--- config.mk ---
export PLATFORM = sky130hd
export DESIGN_NAME = power_mode_controller
export DESIGN_NICKNAME = d
export VERILOG_FILES = /design/src/inc/pwr_mode_pkg.sv /design/src/hdl/power_mode_controller.sv
export SDC_FILE = /design/constraint.sdc
export NUM_CORES = 1
export LEC_CHECK = 0
export ABC_AREA = 1
export ABC_CLOCK_PERIOD_IN_PS = 1700
export BUFFER_PORTS_ARGS = -buffer_cell sky130_fd_sc_hd__buf_2
export CORE_MARGIN = 2
export CORE_UTILIZATION = 47
export DETAILED_ROUTE_END_ITERATION = 12
export GPL_TIMING_DRIVEN = 0
export PLACE_DENSITY = 0.81
export SETUP_SLACK_MARGIN = 0.3
export SLEW_MARGIN = 20
export SYNTH_ARGS = -nofsm -noshare
export SYNTH_HDL_FRONTEND = slang
export SYNTH_SLANG_ARGS = --single-unit
--- constraint.sdc ---
create_clock -name clk -period 1.7 [get_ports clk]
set_input_delay 0.17 -clock clk [delete_from_list [all_inputs] [get_ports clk]]
set_output_delay 0.17 -clock clk [all_outputs]
set_load 0.005 [all_outputs]
--- src/inc/pwr_mode_pkg.sv ---
// Shared constants and types for the global power mode controller
package pwr_mode_pkg;

    typedef enum logic [1:0]
    {
        MODE_ACTIVE    = 2'h0,
        MODE_ALTACTIVE = 2'h1,
        MODE_SLEEP     = 2'h2,
        MODE_HIBERNATE = 2'h3
    } pwr_mode_t;

    localparam int          SUBSYS_W       = 8;
    localparam int          CPU_BIT        = 0;
    localparam int          FLASH_BIT      = 1;

    localparam logic [11:0] ADDR_ACT_TMPL  = 12'h000;
    localparam logic [11:0] ADDR_ALT_TMPL  = 12'h004;
    localparam logic [11:0] ADDR_MODE_REQ  = 12'h008;
    localparam logic [11:0] ADDR_WAKE_EN   = 12'h00C;
    localparam logic [11:0] ADDR_STATUS    = 12'h010;

    localparam logic [7:0]  ACT_TMPL_RST   = 8'hFF;
    localparam logic [7:0]  ALT_TMPL_RST   = 8'hFC;
    localparam logic [5:0]  WAKE_EN_RST    = 6'h3F;

    // Subsystems kept alive in sleep: sleep timer and RTC
    localparam logic [7:0]  SLEEP_KEEP     = 8'hC0;

    localparam int          CLK_HZ         = 20000000;
    localparam int          SLEEP_RES_US   = 15;
    localparam int          HIB_RES_US     = 100;
    localparam int          SLEEP_RES_CYC  = (SLEEP_RES_US * (CLK_HZ / 1000000));
    // Margin of 8 covers the synchroniser and sequencer edges, keeping pin-to-active under 100 us
    localparam int          HIB_RES_CYC    = (HIB_RES_US * (CLK_HZ / 1000000)) - 8;

    // Wake source bit positions
    localparam int          WK_PERIPH      = 0;
    localparam int          WK_SUPERVISOR  = 1;
    localparam int          WK_TIMEWHEEL   = 2;
    localparam int          WK_PIN         = 3;
    localparam int          WK_I2C         = 4;
    localparam int          WK_RTC         = 5;
    localparam int          WAKE_W         = 6;

    typedef struct packed
    {
        logic [2:0]  resetSrc;
        logic [WAKE_W-1:0] wakeSrc;
    } wake_in_t;

endpackage : pwr_mode_pkg

--- src/hdl/power_mode_controller.sv ---
// Global power mode controller with APB register access
// Operation
// Four modes: active, alt active, sleep, hibernate
// Active mode enables subsystems per template bits
// Disabled resources get digital clocks gated
// Template bit changes apply immediately
// Alternate active uses its own template
// Active on wake/reset/write; others write only
// Sleep forces most resources off
// Hibernate stops clocks, wake only pins; the code also wakes it on reset sources
// Hibernate holds pin outputs and settings
// Only pin interrupt leaves hibernate; the code also lets reset sources (resetSrc) leave it
// Sleep resume waits 15 us
// Hibernate resume under 100 us
// Self-disabled CPU re-enabled on next wake
// Any wake sets active and enables CPU
// Active mode after boot
// Wake from enabled interrupt sources
// Reset sources also act as wake
// Host keeps pins slow in hibernate
// Host waits for valid io supply
// Timewheel can wake low-power modes; the code lets it wake sleep only, not hibernate
// Mode readable; entry refused while wake pending
// Wake during entry aborts to active
//
// Added by the designer: the register offsets and the APB register port.
`timescale 1ns/10ps
module power_mode_controller
    import pwr_mode_pkg::*;
(
    input  wire logic                    clk,          // 20 MHz system clock
    input  wire logic                    reset,        // Async reset, active high
    input  wire logic                    psel,         // APB select
    input  wire logic                    penable,      // APB enable
    input  wire logic                    pwrite,       // APB direction
    input  wire logic [11:0]             paddr,        // APB byte address
    input  wire logic [31:0]             pwdata,       // APB write data
    output logic      [31:0]             prdata,       // APB read data
    output logic                         pready,       // APB ready
    output logic                         pslverr,      // APB error
    input  wire pwr_mode_pkg::wake_in_t  wakeIn,       // Async wake and reset events
    output logic [SUBSYS_W-1:0]          subsysEn,     // Subsystem power enables
    output logic [SUBSYS_W-1:0]          clkGateEn,    // Digital clock enables
    output logic                         cpuEn,        // CPU enable
    output logic                         lowPowerClk,  // Run from low power osc
    output logic                         pinHold,      // Freeze pin outputs
    output pwr_mode_pkg::pwr_mode_t      curMode       // Present global mode
);
    import pwr_mode_pkg::*;

    typedef enum logic [1:0] {ST_RUN, ST_ENTER, ST_LOW, ST_RESUME} seq_t;

    logic [8:0]          wakeS1_ff;
    logic [8:0]          wakeS2_ff;
    logic [SUBSYS_W-1:0] actTmpl_ff;
    logic [SUBSYS_W-1:0] altTmpl_ff;
    logic [WAKE_W-1:0]   wakeEn_ff;
    pwr_mode_t           mode_ff;
    pwr_mode_t           reqMode_ff;
    seq_t                seq_ff;
    logic [11:0]         resCnt_ff;
    logic                cpuForce_ff;
    logic                refused_ff;
    logic [WAKE_W-1:0]   wakeMask;
    logic                wakeAny;
    logic                resetEv;
    logic                wrEn;
    logic                modeWr;
    logic                mapped;

    // Event inputs come from other domains
    always_ff @(posedge clk or posedge reset)
    begin
        if (reset)
        begin
            wakeS1_ff <= 9'h000;
            wakeS2_ff <= 9'h000;
        end
        else
        begin
            wakeS1_ff <= wakeIn;
            wakeS2_ff <= wakeS1_ff;
        end
    end

    assign resetEv = |wakeS2_ff[8:6];
    always_comb
    begin
        wakeMask = wakeS2_ff[WAKE_W-1:0] & wakeEn_ff;
        if (mode_ff == MODE_HIBERNATE)
        begin
            wakeMask = '0;
            wakeMask[WK_PIN] = wakeS2_ff[WK_PIN] & wakeEn_ff[WK_PIN];
        end
    end
    assign wakeAny = (|wakeMask) | resetEv;

    assign wrEn   = psel && penable && pwrite;
    assign modeWr = wrEn && (paddr == ADDR_MODE_REQ);
    assign mapped = (paddr == ADDR_ACT_TMPL) || (paddr == ADDR_ALT_TMPL) ||
                    (paddr == ADDR_MODE_REQ) || (paddr == ADDR_WAKE_EN) ||
                    (paddr == ADDR_STATUS);
    assign pready  = 1'b1;
    assign pslverr = psel && penable && !mapped;

    always_ff @(posedge clk or posedge reset)
    begin
        if (reset)
        begin
            actTmpl_ff <= ACT_TMPL_RST;
            altTmpl_ff <= ALT_TMPL_RST;
            wakeEn_ff  <= WAKE_EN_RST;
        end
        else if (wrEn)
        begin
            if (paddr == ADDR_ACT_TMPL)
                actTmpl_ff <= pwdata[SUBSYS_W-1:0];
            if (paddr == ADDR_ALT_TMPL)
                altTmpl_ff <= pwdata[SUBSYS_W-1:0];
            if (paddr == ADDR_WAKE_EN)
                wakeEn_ff <= pwdata[WAKE_W-1:0];
        end
    end

    always_ff @(posedge clk or posedge reset)
    begin
        if (reset)
            prdata <= 32'h0000_0000;
        else if (psel && !penable && !pwrite)
        begin
            unique case (paddr)
                ADDR_ACT_TMPL: prdata <= {24'h000000, actTmpl_ff};
                ADDR_ALT_TMPL: prdata <= {24'h000000, altTmpl_ff};
                ADDR_MODE_REQ: prdata <= {30'h00000000, reqMode_ff};
                ADDR_WAKE_EN:  prdata <= {26'h0000000, wakeEn_ff};
                ADDR_STATUS:   prdata <= {27'h0000000, refused_ff, seq_ff, mode_ff};
                default:       prdata <= 32'h0000_0000;
            endcase
        end
    end

    // Mode sequencer; a wake beats any pending entry so none is lost
    always_ff @(posedge clk or posedge reset)
    begin
        if (reset)
        begin
            mode_ff     <= MODE_ACTIVE;
            reqMode_ff  <= MODE_ACTIVE;
            seq_ff      <= ST_RUN;
            resCnt_ff   <= 12'h000;
            cpuForce_ff <= 1'b0;
            refused_ff  <= 1'b0;
        end
        else
        begin
            unique case (seq_ff)
                ST_RUN:
                begin
                    if (wakeAny)
                    begin
                        mode_ff     <= MODE_ACTIVE;
                        cpuForce_ff <= 1'b1;
                        if (modeWr)
                            refused_ff <= 1'b1;
                    end
                    else if (modeWr)
                    begin
                        refused_ff <= 1'b0;
                        reqMode_ff <= pwr_mode_t'(pwdata[1:0]);
                        if (pwdata[1:0] == MODE_SLEEP || pwdata[1:0] == MODE_HIBERNATE)
                            seq_ff <= ST_ENTER;
                        else
                        begin
                            mode_ff     <= pwr_mode_t'(pwdata[1:0]);
                            cpuForce_ff <= 1'b0;
                        end
                    end
                end
                ST_ENTER:
                begin
                    if (wakeAny)
                    begin
                        seq_ff      <= ST_RUN;
                        mode_ff     <= MODE_ACTIVE;
                        cpuForce_ff <= 1'b1;
                    end
                    else
                    begin
                        seq_ff  <= ST_LOW;
                        mode_ff <= reqMode_ff;
                    end
                end
                ST_LOW:
                begin
                    if (wakeAny)
                    begin
                        seq_ff    <= ST_RESUME;
                        resCnt_ff <= (mode_ff == MODE_SLEEP) ?
                                     12'(SLEEP_RES_CYC - 1) : 12'(HIB_RES_CYC - 1);
                    end
                end
                ST_RESUME:
                begin
                    if (resCnt_ff == 12'h000)
                    begin
                        seq_ff      <= ST_RUN;
                        mode_ff     <= MODE_ACTIVE;
                        cpuForce_ff <= 1'b1;
                    end
                    else
                        resCnt_ff <= resCnt_ff - 12'h001;
                end
            endcase
        end
    end

    always_comb
    begin
        unique case (mode_ff)
            MODE_ACTIVE:    subsysEn = actTmpl_ff;
            MODE_ALTACTIVE: subsysEn = altTmpl_ff;
            MODE_SLEEP:     subsysEn = actTmpl_ff & SLEEP_KEEP;
            MODE_HIBERNATE: subsysEn = '0;
        endcase
        if (mode_ff == MODE_ACTIVE && cpuForce_ff)
            subsysEn[CPU_BIT] = 1'b1;
    end
    assign clkGateEn   = subsysEn;
    assign cpuEn       = subsysEn[CPU_BIT];
    assign lowPowerClk = (mode_ff == MODE_SLEEP);
    assign pinHold     = (mode_ff == MODE_HIBERNATE);
    assign curMode     = mode_ff;

    logic [11:0] lowCnt_ff;
    always_ff @(posedge clk or posedge reset)
    begin
        if (reset)
            lowCnt_ff <= 12'h000;
        else if (seq_ff == ST_RESUME)
            lowCnt_ff <= lowCnt_ff + 12'h001;
        else
            lowCnt_ff <= 12'h000;
    end

    a_boot_active: assert property (@(posedge clk) $fell(reset) |-> curMode == MODE_ACTIVE)
        else $error("mode not active after reset");
    a_gate_follows: assert property (@(posedge clk) disable iff (reset)
        clkGateEn == subsysEn)
        else $error("clock gate differs from enable");
    a_active_tmpl: assert property (@(posedge clk) disable iff (reset)
        (curMode == MODE_ACTIVE) |-> subsysEn[SUBSYS_W-1:1] == actTmpl_ff[SUBSYS_W-1:1])
        else $error("active enables not from template");
    a_alt_tmpl: assert property (@(posedge clk) disable iff (reset)
        (curMode == MODE_ALTACTIVE) |-> subsysEn == altTmpl_ff)
        else $error("alt enables not from template");
    a_sleep_off: assert property (@(posedge clk) disable iff (reset)
        (curMode == MODE_SLEEP) |-> (subsysEn & ~SLEEP_KEEP) == '0)
        else $error("resource on in sleep");
    a_hib_hold: assert property (@(posedge clk) disable iff (reset)
        (curMode == MODE_HIBERNATE) |-> pinHold && subsysEn == '0)
        else $error("hibernate not holding");
    a_sleep_time: assert property (@(posedge clk) disable iff (reset)
        (seq_ff == ST_RESUME && curMode == MODE_SLEEP) |-> lowCnt_ff < 12'(SLEEP_RES_CYC))
        else $error("sleep resume too long");
    a_hib_time: assert property (@(posedge clk) disable iff (reset)
        (seq_ff == ST_RESUME) |-> lowCnt_ff < 12'(HIB_RES_CYC))
        else $error("hibernate resume too long");
    a_wake_cpu: assert property (@(posedge clk) disable iff (reset)
        (seq_ff == ST_RUN && wakeAny) |=> curMode == MODE_ACTIVE && cpuEn)
        else $error("wake did not restore cpu");
    a_entry_abort: assert property (@(posedge clk) disable iff (reset)
        (seq_ff == ST_ENTER && wakeAny) |=> seq_ff == ST_RUN && curMode == MODE_ACTIVE)
        else $error("wake lost during entry");
    c_sleep_cycle: cover property (@(posedge clk) curMode == MODE_SLEEP ##[1:400] curMode == MODE_ACTIVE);
    c_hib_cycle: cover property (@(posedge clk) curMode == MODE_HIBERNATE ##1 curMode == MODE_ACTIVE);
    c_abort: cover property (@(posedge clk) seq_ff == ST_ENTER && wakeAny);
    c_alt: cover property (@(posedge clk) curMode == MODE_ALTACTIVE);

endmodule : power_mode_controller

Word level (Yosys, flattened, before mapping)

Index checks and enable logic that the tools add are counted.
W data, S select, Z words.

Register bits: 92
Bits in latches: 0
Memory bits (writable): 0
Bits in read-only memories: 0
Output and inout bits: 55
Memories kept: 0

Add/subtract/negate cells: 1
$mul: 0
Div/mod/pow operators: 0
Magnitude comparators: 0
Eq/ne operators: 21
Shift operators: 0
Multiplexer cells: 29
Bitwise logic cells: 4
Reduce and logical (&&, ||, !) cells: 32

Operator list:

| kind                    | number |
|---|---|
| $pmux W8 S5             | 1 |
| $pmux W8 S4             | 1 |
| $eq A12 B4 Y1 const B   | 2 |
| $logic_not A12 Y1       | 2 |
| $mux W12                | 2 |
| $pmux W12 S2            | 1 |
| $mux W2                 | 10 |
| $ne A2 B2 Y1 const B    | 7 |
| $eq A12 B3 Y1 const B   | 1 |
| $eq A12 B5 Y1 const B   | 1 |
| $eq A2 B2 Y1 const B    | 6 |
| $sub A12 B1 Y12 const B | 1 |
| $mux W11                | 1 |
| $reduce_and A5 Y1       | 2 |
| $mux W1                 | 9 |
| $pmux W2 S4             | 1 |
| $reduce_and A2 Y1       | 4 |
| $logic_and A1 B1 Y1     | 7 |
| $and A6 B6 Y6           | 1 |
| $mux W6                 | 1 |
| $ne A3 B3 Y1 const B    | 2 |
| $pmux W2 S3             | 1 |
| $reduce_and A3 Y1       | 2 |
| $reduce_or A6 Y1        | 1 |
| 12 further kinds        | 20 |

Longest topological paths before layout

Word-level depth: 7
Gate-level depth with buffers: 10
Depth with buffers taken out: 10

Worst setup path after synthesis

No wires, ideal clock.

Kind: reg-to-reg
From: reg resCnt_ff[0]
To: reg resCnt_ff[8]
Library setup time: 0.125 ns
Arrival time: 1.328 ns
Data required time: 1.575 ns
Slack: 0.247 ns
Cell stages (with the launch flop): 11
Path buffers: 1
Clock period less this slack: 1.453 ns
Path through: dfrtp_1 -> inv_1 -> ha_1 -> nand3_1 -> nor2_1 -> nand2_1 -> nand2_1 -> nand2_2 -> buf_6 -> nand3_1 -> nand3_1

Word-level cells in the longest chain between the ends: 3

RTL lines:

| element                                                     | line                                                       | text |
|---|---|---|
| start: declaration                                          | power_mode_controller.sv:61                                | `logic [11:0] resCnt_ff;` |
| start signal: assignment                                    | power_mode_controller.sv:198                               | `resCnt_ff <= (mode_ff == MODE_SLEEP) ?` |
| start signal: assignment                                    | power_mode_controller.sv:211                               | `resCnt_ff <= resCnt_ff - 12'h001;` |
| $sub A12 B1 Y12 / $logic_not A12 Y1 (equally long branches) | power_mode_controller.sv:211, power_mode_controller.sv:204 |  |
| $mux W12 / $ne A2 B2 Y1 (equally long branches)             | n/a                                                        |  |
| $pmux W12 S2 / $reduce_and A3 Y1 (equally long branches)    | n/a                                                        |  |

Parallel ways exist; a longest one is shown, timed or not. The select of a mux whose other input is x is not followed.
A chain may end at the register's enable or synchronous reset.

Worst setup path after layout

From: reg mode_ff[0], in the netlist curMode[0]
To: out subsysEn[4]

Word-level cells in the longest chain between the ends: 2

RTL lines:

| element                              | line                         | text |
|---|---|---|
| start: declaration                   | power_mode_controller.sv:58  | `pwr_mode_t mode_ff;` |
| start signal: assignment             | power_mode_controller.sv:174 | `mode_ff <= pwr_mode_t'(pwdata[1:0]);` |
| start signal: assignment             | power_mode_controller.sv:190 | `mode_ff <= reqMode_ff;` |
| $eq A2 B2 Y1 (tied with other cells) | power_mode_controller.sv:219 | `unique case (mode_ff)` |
| $pmux W8 S4 *                        | power_mode_controller.sv:219 |  |
| end: declaration                     | power_mode_controller.sv:42  | `output logic [SUBSYS_W-1:0] subsysEn,` |

Mark *: on every way between the ends. The rest lies on a longest branch, timed or not.

==> summary.txt <==
Finish
  – Layout cell share with drive strength beyond 1: 0.4908
  – Area Overhead vs Synth: 45.59%
  – Most common cell after layout, fill and taps aside: nand2_1
  – Most frequent cells in the layout: nand2_1, buf_2, inv_1, buf_4, dfrtp_1
  – Non-Filler Instances: 697
  – Fin util: 0.7001
  – ANT cells: 0
  – # nets final: 650

Critical path
  – WP data arrival: 1.46 ns
  – Slowest cell on the critical path: dfrtp_1
  – Worst setup path category: reg -> out
  – CP bufs+invs: 4
  – Top delay family on crit path: buffers and inverters
  – Max FO, Critical Path: 5
  – Reg2reg end: resCnt_ff[8]
  – Req. time, crit path: 1.53 ns
  – R2r setup slk: 0.08 ns
  – Worst path max stage delay: 0.39 ns
  – Crit end category: primary output
  – R2r startpoint: resCnt_ff[1]
  – Worst reg2reg path depth: 10
  – Startpoint Class: flip-flop
  – Cell breakdown of the critical path: buf_6, nor2_4, inv_2, o22ai_2, buf_4, buf_2

Timing
  – Max-slew violations: 0
  – Tcrit/Tclk final: 0.9587
  – Hold Fails Final Rpt: 0
  – Fmax achieved: 613.6 MHz
  – RSZ-0062 raised after global routing: true
  – Sum Neg Setup Slack: 0 ns
  – Relative slew slack: 0.5326
  – Clock skew: 0.01327 ns
  – Final setup vio count: 0
  – Slew @ Worst Pin: 0.6997 ns
  – Fin Hold WS: 0.04715 ns
  – Post-layout minimum cycle time: 1.630 ns

Floorplanning
  – Die Wd: 92.46 um
  – Die ar.: 0.008548 mm^2
  – Initial core utilization: 0.4809
  – Die height: 92.46 um
  – Rows: 32
  – Core Area: 0.007647 mm^2
  – IO Count: 113

Routing
  – DR vias/cell: 5.159
  – Via count: 3596
  – Drc violations: 0
  – Detail Route Antenna Nets: 0
  – Per-cell routed wire length: 15.35 um
  – DRT iter0 DRCs: 301
  – WL final: 10700 um
  – First-pass DRT Iterations: 5

Placed design
  – Post-detail-place hpwl: 6301 um
  – IO Port Bufs: 63
  – Gpl congestion: 0.8262
  – Cell count after placement: 638

Worst hold path
  – Worst min-delay path category: in -> reg
  – Worst Hold Path EP: actTmpl_ff[6]
  – Hold depth: 3
  – Min-delay src: pwdata[6]

Synth
  – Netlist cell types: 32
  – Post-synth top area cell: dfrtp_1
  – Ys Warns: 0
  – Seq cells post-synth: 68
  – Syn Std Cell Area: 0.003677 mm^2
  – Avg Cell Area, Syn: 8.190 um^2
  – Post-synthesis sequential area ratio: 0.4695
  – Synth top area cells: dfrtp_1, dfstp_2, nand2_1, buf_4, inv_1
  – Syn Inst Count: 449
  – Yosys top cell area share: 0.3266

Global route
  – Vias in the first global route: 3316
  – Pin count of the biggest net entering global routing: 38
  – First-pass GRT wire length: 15330 um
  – Total GRT Usage: 0.2290
  – Total gr overflow: 0
  – Antenna violations before repair: 0

Clocking
  – CTS sink count: 68
  – Clock buffers created by TritonCTS: 9
  – Max Root-Sink Buffers: 2
  – Worst skew pair latency: 0.36 ns
  – CTS HTree Levels: 3
  – Worst-path clk slew: 0.07 ns
  – CTS Root Cell: clkbuf_8
  – CTS tree: yes

Pwr
  – Tot Pwr: 3.119 mW
  – Switching Fraction: 0.2380
  – Clock network power share: 0.383
  – Worst VDD drop: 0.0005049 V
  – Pwr per Cell Area: 582.5 mW/mm^2
  – Pint: 2.376 mW
  – Part of the power in registers: 0.534
  – Leak: 2.721 nW
  – Combinational Power Share: 0.083
  – Switching pwr: 0.7423 mW

Status
  – Status: finished, final reports clean

Run
  – # Max-Cap Violations: 0
## Yosys cell counts (all sizes together)
cell type	n
a21oi	10
nor3b	1
conb	2
buf	39
o21a	3
nand3	27
inv	70
nor2	42
o22ai	10
a2bb2oi	2
o21ai	56
ha	2
xor2	3
dfrtp	48
dfstp	20
nand2	102
nand4	4
nor3	8
## sequential cells by signal, indices dropped and copies added, names as in the netlist, 2 cells and up, named ones only
| signal | cells |
|---|---|
| wakeS2_ff | 9 |
| wakeEn_ff | 6 |
| altTmpl_ff | 8 |
| curMode | 2 |
| reqMode_ff | 2 |
| prdata | 8 |
| wakeS1_ff | 9 |
| resCnt_ff | 12 |
| actTmpl_ff | 8 |
## per-stage QoR
step                      cell area (um^2)  setup slack, ns
after floorplan                       3767           0.3112
after global routing                  5354         0.006223
after global placement                4210           0.1458
after detailed placement              4230          0.08726
final                                 5354          0.07022
after CTS                             4952          0.07070
## power groups by stage
stage	Combinational, mW	Sequential, mW	Clock, mW
after floorplan	0.138	1.69	0
after global placement	0.211	1.69	0
after detailed placement	0.221	1.69	0
after CTS	0.246	1.66	1.20
after global routing	0.285	1.67	1.28
final	0.259	1.67	1.19
## tightest hold or removal path: stages
cell	delay (ns)
buf_2	0.09
inv_1	0.07
o21ai_2	0.06
## cell families after synthesis
group,count (synthesis),synth area share
xor gates and xnor gates,3,0.007147
other,2,0.002042
buffers and inverters,109,0.1518
DFF,68,0.4695
AOI/OAI and AO/OA,81,0.1279
and+or+nand+nor,184,0.2348
adders and majority gates,2,0.006804
## timing repair
item,in CTS,in global routing
hold endpoints to repair,39,0
buffers inserted,19,13
gates resized for setup,84,72
hold buffers,10,0
endpoints found under the setup margin,34,40
pin swaps,25,36
gates cloned,1,0
## layer usage
metal,GRT usage,share of wire,up-vias
li1,-,-,1657
met1,0.2761,0.39,1716
met2,0.4015,0.52,184
met3,0.04150,0.063,39
met4,0.09701,0.031,0
met5,0,0,-
## worst max path at each step
stage	startpoint	endpoint	cells after the start
finish	curMode[0]	subsysEn[4]	6
global route	curMode[0]	subsysEn[2]	6
CTS	curMode[0]	subsysEn[3]	6
detailed placement	resCnt_ff[0]	resCnt_ff[10]	8
global placement	curMode[0]	clkGateEn[0]	5
floorplan	resCnt_ff[0]	resCnt_ff[8]	10
## cell type report
| cell class | instances | area [um^2] |
|---|---|---|
| Buffer | 39 | 305.3 |
| Clock buffer | 14 | 162.7 |
| Clock inverter | 2 | 10.01 |
| Fill cell | 551 | 2293 |
| Inverter | 70 | 286.5 |
| Multi-Input combinational cell | 295 | 1972 |
| Sequential cell | 68 | 1733 |
| Tap cell | 102 | 127.6 |
| Timing Repair Buffer | 107 | 757.0 |
No activity file was read; power rests on OpenSTA's default activity.
